**src/pkg/pcse_cfg.svh**
```systemverilog
`ifndef PCSE_CFG_SVH
`define PCSE_CFG_SVH

// ----------------------------------------------------------------
// register indices (byte address is four times the index)
// ----------------------------------------------------------------
`define PCSE_PIN6_IDX 10'h066
`define PCSE_PIN7_IDX 10'h067
`define PCSE_PIN8_IDX 10'h068

// ----------------------------------------------------------------
// field positions
// ----------------------------------------------------------------
`define PCSE_BIT_SLEEP 7
`define PCSE_BIT_SEL   5
`define PCSE_BIT_DEB   4
`define PCSE_BIT_PDEN  3
`define PCSE_BIT_DIR   2
`define PCSE_BIT_LEVEL 1
`define PCSE_BIT_SET   0

// ----------------------------------------------------------------
// reset values
// ----------------------------------------------------------------
`define PCSE_RST_SLEEP 1'b0
`define PCSE_RST_SEL   1'b0
`define PCSE_RST_DEB   1'b0
`define PCSE_RST_PDEN  1'b1
`define PCSE_RST_DIR   1'b0
`define PCSE_RST_LEVEL 1'b1
`define PCSE_RST_SET   1'b0
`define PCSE_OFF_PDEN  1'b0
`define PCSE_OFF_DIR   1'b1

// ----------------------------------------------------------------
// timing
// ----------------------------------------------------------------
`define PCSE_CLK_NS        10
`define PCSE_FAST_TICK_NS  30500
`define PCSE_FAST_DEB_NS   91500
`define PCSE_SLOW_TICK_MS  50
`define PCSE_SLOW_DEB_MS   150
`define PCSE_FAST_TICK_CYC (`PCSE_FAST_TICK_NS / `PCSE_CLK_NS)
`define PCSE_SLOW_TICK_CYC (`PCSE_SLOW_TICK_MS * 1000000 / `PCSE_CLK_NS)
`define PCSE_DEB_SAMPLES   (`PCSE_SLOW_DEB_MS / `PCSE_SLOW_TICK_MS)

`endif

```
**src/pkg/pcse_pkg.sv**
```systemverilog
package pcse_pkg;

    typedef struct packed {
        logic sleep;
        logic sel;
        logic deb;
        logic pden;
        logic dir;
        logic set;
    } pcse_pad_s;

    typedef struct packed {
        pcse_pad_s [2:0] pad;
        logic            boot_pend;
        logic [2:0]      sync1;
        logic [2:0]      sync2;
        logic [11:0]     fast_cnt;
        logic [22:0]     slow_cnt;
        logic            fast_tick;
        logic            slow_tick;
        logic [7:0]      rdata;
        logic            slverr;
        logic [2:0]      pad_out;
        logic [2:0]      pad_oe;
        logic [2:0]      pad_pd;
    } pcse_top_s;

    typedef struct packed {
        logic [1:0] cnt;
        logic       cand;
        logic       level;
    } pcse_deb_s;

endpackage

```
**src/core/pcse_top.sv**
```systemverilog
`timescale 1ns/1ps
`include "pcse_cfg.svh"

// ----------------------------------------------------------------
// ----------------------------------------------------------------

module pcse_top #(
    parameter int unsigned FAST_TICK_CYC = `PCSE_FAST_TICK_CYC,
    parameter int unsigned SLOW_TICK_CYC = `PCSE_SLOW_TICK_CYC
) (
    input  wire logic        I_CORE_CLK,
    input  wire logic        I_RST_B,
    input  wire logic        I_PSEL,
    input  wire logic        I_PENABLE,
    input  wire logic        I_PWRITE,
    input  wire logic [11:0] I_PADDR,
    input  wire logic [31:0] I_PWDATA,
    output logic      [31:0] O_PRDATA,
    output logic             O_PREADY,
    output logic             O_PSLVERR,
    input  wire logic [2:0]  I_PAD_IN,
    output logic      [2:0]  O_PAD_OUT,
    output logic      [2:0]  O_PAD_OE,
    output logic      [2:0]  O_PAD_PD,
    input  wire logic        I_PWM,
    input  wire logic        I_SLEEP,
    input  wire logic        I_PWR_OFF_RST,
    input  wire logic [1:0]  I_SEQ_ASSIGN,
    input  wire logic [1:0]  I_BOOT_DIR
);

    localparam logic [11:0] FAST_LAST = 12'(FAST_TICK_CYC - 1);
    localparam logic [22:0] SLOW_LAST = 23'(SLOW_TICK_CYC - 1);
    localparam logic [1:0]  NO_PAD    = 2'h3;

    pcse_pkg::pcse_top_s s;
    pcse_pkg::pcse_top_s next_s;
    logic [2:0]          level;
    logic [1:0]          idx;
    logic [1:0]          k;
    logic                setup;
    logic                wr_acc;

    // ----------------------------------------------------------------
    // decoding
    // ----------------------------------------------------------------
    function automatic logic [1:0] pad_of(input logic [11:0] a);
        logic [1:0] r;
        r = NO_PAD;
        if (a[1:0] == 2'h0) begin
            if (a[11:2] == `PCSE_PIN6_IDX) begin
                r = 2'h0;
            end else if (a[11:2] == `PCSE_PIN7_IDX) begin
                r = 2'h1;
            end else if (a[11:2] == `PCSE_PIN8_IDX) begin
                r = 2'h2;
            end
        end
        return r;
    endfunction

    function automatic logic [7:0] rd_byte(
        input pcse_pkg::pcse_pad_s p,
        input logic                lvl,
        input logic [1:0]          n
    );
        logic [7:0] r;
        r = 8'h00;
        r[`PCSE_BIT_DEB]   = p.deb;
        r[`PCSE_BIT_PDEN]  = p.pden;
        r[`PCSE_BIT_DIR]   = p.dir;
        r[`PCSE_BIT_LEVEL] = lvl;
        r[`PCSE_BIT_SET]   = p.set;
        if (n == 2'h2) begin
            r[`PCSE_BIT_SEL] = p.sel;
        end else begin
            r[`PCSE_BIT_SLEEP] = p.sleep;
        end
        return r;
    endfunction

    assign idx    = pad_of(I_PADDR);
    assign k      = (idx == NO_PAD) ? 2'h0 : idx;
    assign setup  = I_PSEL && !I_PENABLE;
    assign wr_acc = I_PSEL && I_PENABLE && I_PWRITE && idx != NO_PAD;

    // ----------------------------------------------------------------
    // next state
    // ----------------------------------------------------------------
    always_comb begin
        next_s = s;

        // first flop only feeds the second
        next_s.sync1 = I_PAD_IN;
        next_s.sync2 = s.sync1;

        next_s.fast_tick = (s.fast_cnt == FAST_LAST);
        next_s.fast_cnt  = next_s.fast_tick ? 12'h000 : s.fast_cnt + 12'h001;
        next_s.slow_tick = (s.slow_cnt == SLOW_LAST);
        next_s.slow_cnt  = next_s.slow_tick ? 23'h000000 : s.slow_cnt + 23'h000001;

        // read data is built in the setup cycle so it leaves a flop
        if (setup) begin
            next_s.slverr = (idx == NO_PAD);
            next_s.rdata  = (idx == NO_PAD) ? 8'h00 : rd_byte(s.pad[k], level[k], k);
        end

        if (wr_acc) begin
            next_s.pad[k].deb  = I_PWDATA[`PCSE_BIT_DEB];
            next_s.pad[k].pden = I_PWDATA[`PCSE_BIT_PDEN];
            next_s.pad[k].dir  = I_PWDATA[`PCSE_BIT_DIR];
            next_s.pad[k].set  = I_PWDATA[`PCSE_BIT_SET];
            if (k == 2'h2) begin
                next_s.pad[k].sel = I_PWDATA[`PCSE_BIT_SEL];
            end else begin
                next_s.pad[k].sleep = I_PWDATA[`PCSE_BIT_SLEEP];
            end
        end

        // boot straps are taken one edge after reset release
        if (s.boot_pend) begin
            next_s.boot_pend  = 1'b0;
            next_s.pad[0].dir = I_BOOT_DIR[0];
            next_s.pad[1].dir = I_BOOT_DIR[1];
        end

        // power-off reset outranks a write in the same cycle
        for (int i = 0; i < 2; i++) begin
            if (I_PWR_OFF_RST && I_SEQ_ASSIGN[i]) begin
                next_s.pad[i].pden = `PCSE_OFF_PDEN;
                next_s.pad[i].dir  = `PCSE_OFF_DIR;
                next_s.pad[i].set  = `PCSE_RST_SET;
            end
        end

        for (int i = 0; i < 3; i++) begin
            next_s.pad_oe[i] = s.pad[i].dir;
            next_s.pad_out[i] = s.pad[i].set;
            next_s.pad_pd[i] = s.pad[i].pden;
        end
        if (s.pad[2].sel) begin
            next_s.pad_out[2] = I_PWM;
        end
        for (int i = 0; i < 2; i++) begin
            if (I_SLEEP && s.pad[i].sleep) begin
                next_s.pad_oe[i]  = 1'b1;
                next_s.pad_out[i] = 1'b0;
            end
        end
    end

    // ----------------------------------------------------------------
    // state register
    // ----------------------------------------------------------------
    always_ff @(posedge I_CORE_CLK or negedge I_RST_B) begin
        if (!I_RST_B) begin
            for (int i = 0; i < 3; i++) begin
                s.pad[i].sleep <= `PCSE_RST_SLEEP;
                s.pad[i].sel   <= `PCSE_RST_SEL;
                s.pad[i].deb   <= `PCSE_RST_DEB;
                s.pad[i].pden  <= `PCSE_RST_PDEN;
                s.pad[i].dir   <= `PCSE_RST_DIR;
                s.pad[i].set   <= `PCSE_RST_SET;
            end
            s.boot_pend <= 1'b1;
            s.sync1     <= {3{`PCSE_RST_LEVEL}};
            s.sync2     <= {3{`PCSE_RST_LEVEL}};
            s.fast_cnt  <= 12'h000;
            s.slow_cnt  <= 23'h000000;
            s.fast_tick <= 1'b0;
            s.slow_tick <= 1'b0;
            s.rdata     <= 8'h00;
            s.slverr    <= 1'b0;
            s.pad_out   <= 3'h0;
            s.pad_oe    <= 3'h0;
            s.pad_pd    <= {3{`PCSE_RST_PDEN}};
        end else begin
            s <= next_s;
        end
    end

    // ----------------------------------------------------------------
    // input filters, one per pad
    // ----------------------------------------------------------------
    for (genvar g = 0; g < 3; g++) begin : g_deb
        pcse_debounce u_deb (
            .i_clk   (I_CORE_CLK),
            .i_rst_b (I_RST_B),
            .i_raw   (s.sync2[g]),
            .i_tick  (s.pad[g].deb ? s.slow_tick : s.fast_tick),
            .o_level (level[g])
        );
    end

    assign O_PRDATA  = {24'h000000, s.rdata};
    assign O_PREADY  = 1'b1;
    assign O_PSLVERR = s.slverr;
    assign O_PAD_OUT = s.pad_out;
    assign O_PAD_OE  = s.pad_oe;
    assign O_PAD_PD  = s.pad_pd;
endmodule

```
**src/core/pcse_debounce.sv**
```systemverilog
`timescale 1ns/1ps
`include "pcse_cfg.svh"

module pcse_debounce (
    input  wire logic i_clk,
    input  wire logic i_rst_b,
    input  wire logic i_raw,
    input  wire logic i_tick,
    output logic      o_level
);

    localparam logic [1:0] LAST = 2'(`PCSE_DEB_SAMPLES);

    pcse_pkg::pcse_deb_s s;
    pcse_pkg::pcse_deb_s next_s;

    // ------------------------------------------------------------
    // three equal samples on the selected tick move the level
    // ------------------------------------------------------------
    always_comb begin
        next_s = s;
        if (i_tick) begin
            if (i_raw != s.cand) begin
                next_s.cand = i_raw;
                next_s.cnt  = 2'h1;
            end else if (s.cnt != LAST) begin
                next_s.cnt = s.cnt + 2'h1;
                if (s.cnt + 2'h1 == LAST) begin
                    next_s.level = s.cand;
                end
            end
        end
    end

    always_ff @(posedge i_clk or negedge i_rst_b) begin
        if (!i_rst_b) begin
            s.cnt   <= 2'h3;
            s.cand  <= `PCSE_RST_LEVEL;
            s.level <= `PCSE_RST_LEVEL;
        end else begin
            s <= next_s;
        end
    end

    assign o_level = s.level;
endmodule

```
**config.mk**
```make
export PLATFORM = sky130hd
export DESIGN_NAME = pcse_top
export DESIGN_NICKNAME = d
export VERILOG_FILES = /design/src/pkg/pcse_pkg.sv /design/src/core/pcse_top.sv /design/src/core/pcse_debounce.sv
export VERILOG_INCLUDE_DIRS = /design/src /design/src/pkg
export SDC_FILE = /design/constraint.sdc
export NUM_CORES = 1
export LEC_CHECK = 0
export ABC_CLOCK_PERIOD_IN_PS = 4850
export BUFFER_PORTS_ARGS = -buffer_cell sky130_fd_sc_hd__buf_2
export CORE_ASPECT_RATIO = 1.5
export CORE_MARGIN = 1.5
export CORE_UTILIZATION = 35
export CTS_BUF_LIST = sky130_fd_sc_hd__clkbuf_2
export DETAILED_ROUTE_END_ITERATION = 8
export PLACE_DENSITY = 0.6
export SKIP_LAST_GASP = 1
export SLEW_MARGIN = 20
export SYNTH_ARGS = -nofsm -noshare
export SYNTH_HDL_FRONTEND = slang
export SYNTH_SLANG_ARGS = --single-unit
```
**constraint.sdc**
```tcl
create_clock -name I_CORE_CLK -period 4.85 [get_ports I_CORE_CLK]
set_input_delay 0.485 -clock I_CORE_CLK [delete_from_list [all_inputs] [get_ports I_CORE_CLK]]
set_output_delay 0.485 -clock I_CORE_CLK [all_outputs]
set_load 0.01 [all_outputs]
```
==> flow_metrics.tcl <==
set metrics [dict create \
    routed-via-count 3015 \
    rsz0062_at_grt "no" \
    cts-root-buf "clkbuf_2" \
    hold_viol 0 \
    wl_per_cell_um 13.7 \
    r2r_slack_ns 2.64 \
    drive_gt1_share_pct 25.5 \
    cp.required_ns 5.31 \
    max-slew-margin-rel_pct 36.1 \
    drc 0 \
    gp_congestion 0.836 \
    grt_first_pass_wirelength_mm 13.9 \
    worst_slew_pin_slew_ns 0.945 \
    die_h_um 140 \
    ys_async_sr_fraction_pct 100 \
    arrival_ns 3.51 \
    power_density_nw_per_um2 252 \
    finClkSkew_ns 0.0372 \
    cts_buffer_depth 2 \
    ff2ff_path_depth 7 \
    drt_iter0_markers 101 \
    regArea_um2 2230 \
    synth.area.top_cells "dfrtp_1 (36%), dfstp_2 (15%), buf_4 (7.2%)" \
    floorplan.rows 49 \
    die_area_um2 13200 \
    first_global_vias 3010 \
    synthDistinctLibCells 52 \
    cts_tree "built" \
    post-route-period-util_pct 62.8 \
    crit_end "s[67]$_DFFE_PN0P_" \
    diodes 0 \
    grtUsageTotal_pct 13.4 \
    fp.coreArea_um2 12100 \
    drt.antenna.violating_nets 0 \
    vdd_drop_max_mv 0.0882 \
    worstReg2RegStart "s[44]$_DFF_PN0_" \
    final_common_cell "dfrtp_1" \
    critPathMaxFanout 7 \
    p_leak_nw 2.16 \
    cts.sinks 88 \
    final_area_um2 4740 \
    chipWidth_um 94.2 \
    clk_pin_slew_ns 0.24 \
    ys_ff_latch 88 \
    worst-setup-path-type "input port to flop" \
    slew_viol_final 0 \
    dp_hpwl_mm 6.05 \
    finalCoreUtilization_pct 39.2 \
    antenna_found_initial 0 \
    synth.largest_area_cell "dfrtp_1" \
    setup_viol 0 \
    max_cap_violations 0 \
    grt_overflow 0 \
    max_freq_mhz 328 \
    period_minus_slack_ns 3.05 \
    clkLatencyLatePin_ns 0.57 \
    io_buffers 49 \
    htree_levels 3 \
    place_area_um2 4570 \
    synth_area_um2 4360 \
    grt_max_degree 60 \
    layout_common_cells "dfrtp_1 (63), buf_2 (48), nor2_1 (30), conb_1 (27), dfstp_2 (25)" \
    hold_path_class "input port to flop" \
    cts_buffers 9 \
    hold_ws_ns 0.0895 \
    vias_per_cell 5.05 \
    reg2reg_to "s[52]$_DFF_PN0_" \
    synth_cells 397 \
    initial_core_util_pct 36.1 \
    cp-startpoint "I_PADDR[1]" \
    crit_path_start_kind "input port" \
    synth_edf_count 0 \
    setup_tns_ns 0 \
    io_pins 102 \
    nFillCells 1251 \
    postRouteWirelength_mm 8.16 \
    area_growth_pct 8.60 \
    avgSynthCellArea_um2 11.0 \
    status "finished, final reports clean" \
    end_kind "flop" \
    dr.pass1.iters 4 \
    synth_warnings 0 \
    ys_seq_area_share_pct 51.2 \
    cts_setup_buffers 0 \
    multiInputGateArea_um2 1840 \
    final_nets 509 \
    synth_top_area_share_pct 36.1 \
    ys.flop_type "dfrtp_1" \
]
-- cells in the mapped netlist (all sizes together), types with 7 or more instances --
master	instances
dfstp	25
dfrtp	63
nor2	30
buf	44
nand3	17
mux2i	9
xnor2	18
ha	11
mux2	14
a21oi	18
xor2	9
nand4	7
nand2	22
inv	10
nor4b	7
-- layout make-up --
type,count,area share [%]
clock inverters,7,1.66
repair buffers,56,6.60
flip-flops and latches,88,47.1
well taps,153,4.04
clock buffers,9,0.950
multi-input cells,274,38.8
inverters,10,0.792
-- routing by layer --
metal / wire, um / GRT usage (%) / share of wire, % / up-vias
met5: 0 / 0 / 0 / -
met4: 271 / 6.99 / 3.3 / 0
met3: 425 / 3.99 / 5.2 / 20
met2: 4220 / 23.1 / 52 / 88
met1: 3240 / 14.6 / 40 / 1463
li1: - / - / - / 1444
-- cells by family (layout without fill, tap and decap cells) --
kind of cell / count (synthesis) / count (layout) / share of synthesized area (%)
and+or+nand+nor: 128 / 128 / 16.3
DFF: 88 / 88 / 51.2
buffers and inverters: 60 / 82 / 8.80
AOI/OAI and AO/OA: 58 / 58 / 9.29
xor gates and xnor gates: 27 / 27 / 5.42
muxes: 23 / 23 / 5.68
adders and majority gates: 11 / 11 / 3.15
other: 2 / 27 / 0.172
-- sequential cells by signal (all words and copies together), names as in the netlist --
| signal | flops |
|---|---|
| O_PSLVERR | 1 |
| O_PAD_OE | 3 |
| next_s | 7 |
| O_PAD_OUT | 3 |
| O_PAD_PD | 3 |
| O_PRDATA | 7 |
| g_deb.u_deb.o_level | 3 |
| s | 52 |
| g_deb.u_deb.s | 9 |
-- report_power, final --
group          internal, mW  switching [mW]
sequential            0.745         0.00456
clock                 0.123           0.263
combinational        0.0196          0.0392
total                 0.887           0.307
-- worst min path at each step --
stage | startpoint | endpoint | slack [ns] | cells past startpoint
6_report | I_SEQ_ASSIGN[1] | next_s[1]$_DFFE_PN1P_ | 0.09 | 2
3_5_place_dp | next_s[55]$_DFF_PN1_ | s[55]$_DFF_PN1_ | 0.35 | 0
5_1_grt | I_SEQ_ASSIGN[1] | s[68]$_DFFE_PN0P_ | 0.02 | 2
3_3_place_gp | next_s[55]$_DFF_PN1_ | s[55]$_DFF_PN1_ | 0.35 | 0
4_1_cts | I_SEQ_ASSIGN[0] | next_s[0]$_DFFE_PN1P_ | 0.01 | 2
2_1_floorplan | I_RST_B | O_PAD_OE[0]$_DFF_PN0_ | 0.19 | 0
-- stage by stage --
step | instances | setup WS, ns | power, mW
final | 597 | 1.80 | 1.19
after global routing | 597 | 1.66 | 1.25
after CTS | 596 | 1.88 | 1.21
after detailed placement | 576 | 1.23 | 0.817
after global placement | 576 | 1.23 | 0.817
after floorplan | 422 | 1.85 | 0.798
-- critical path, cell delays in order --
cell     delay [ns]
buf_2          0.09
nor4_1         0.75
nand2_1        0.24
or2_2          0.37
ha_1           0.24
and4b_1        0.32
nor2b_1        0.51
o21ai_0        0.20
mux2_2         0.31
-- what timing repair did --
item                                   4_1_cts  5_1_grt
endpoints found under the hold margin       20        1
hold buffers                                 4        1
resized for setup                            0        0
Power figures use the tool's default switching activity.
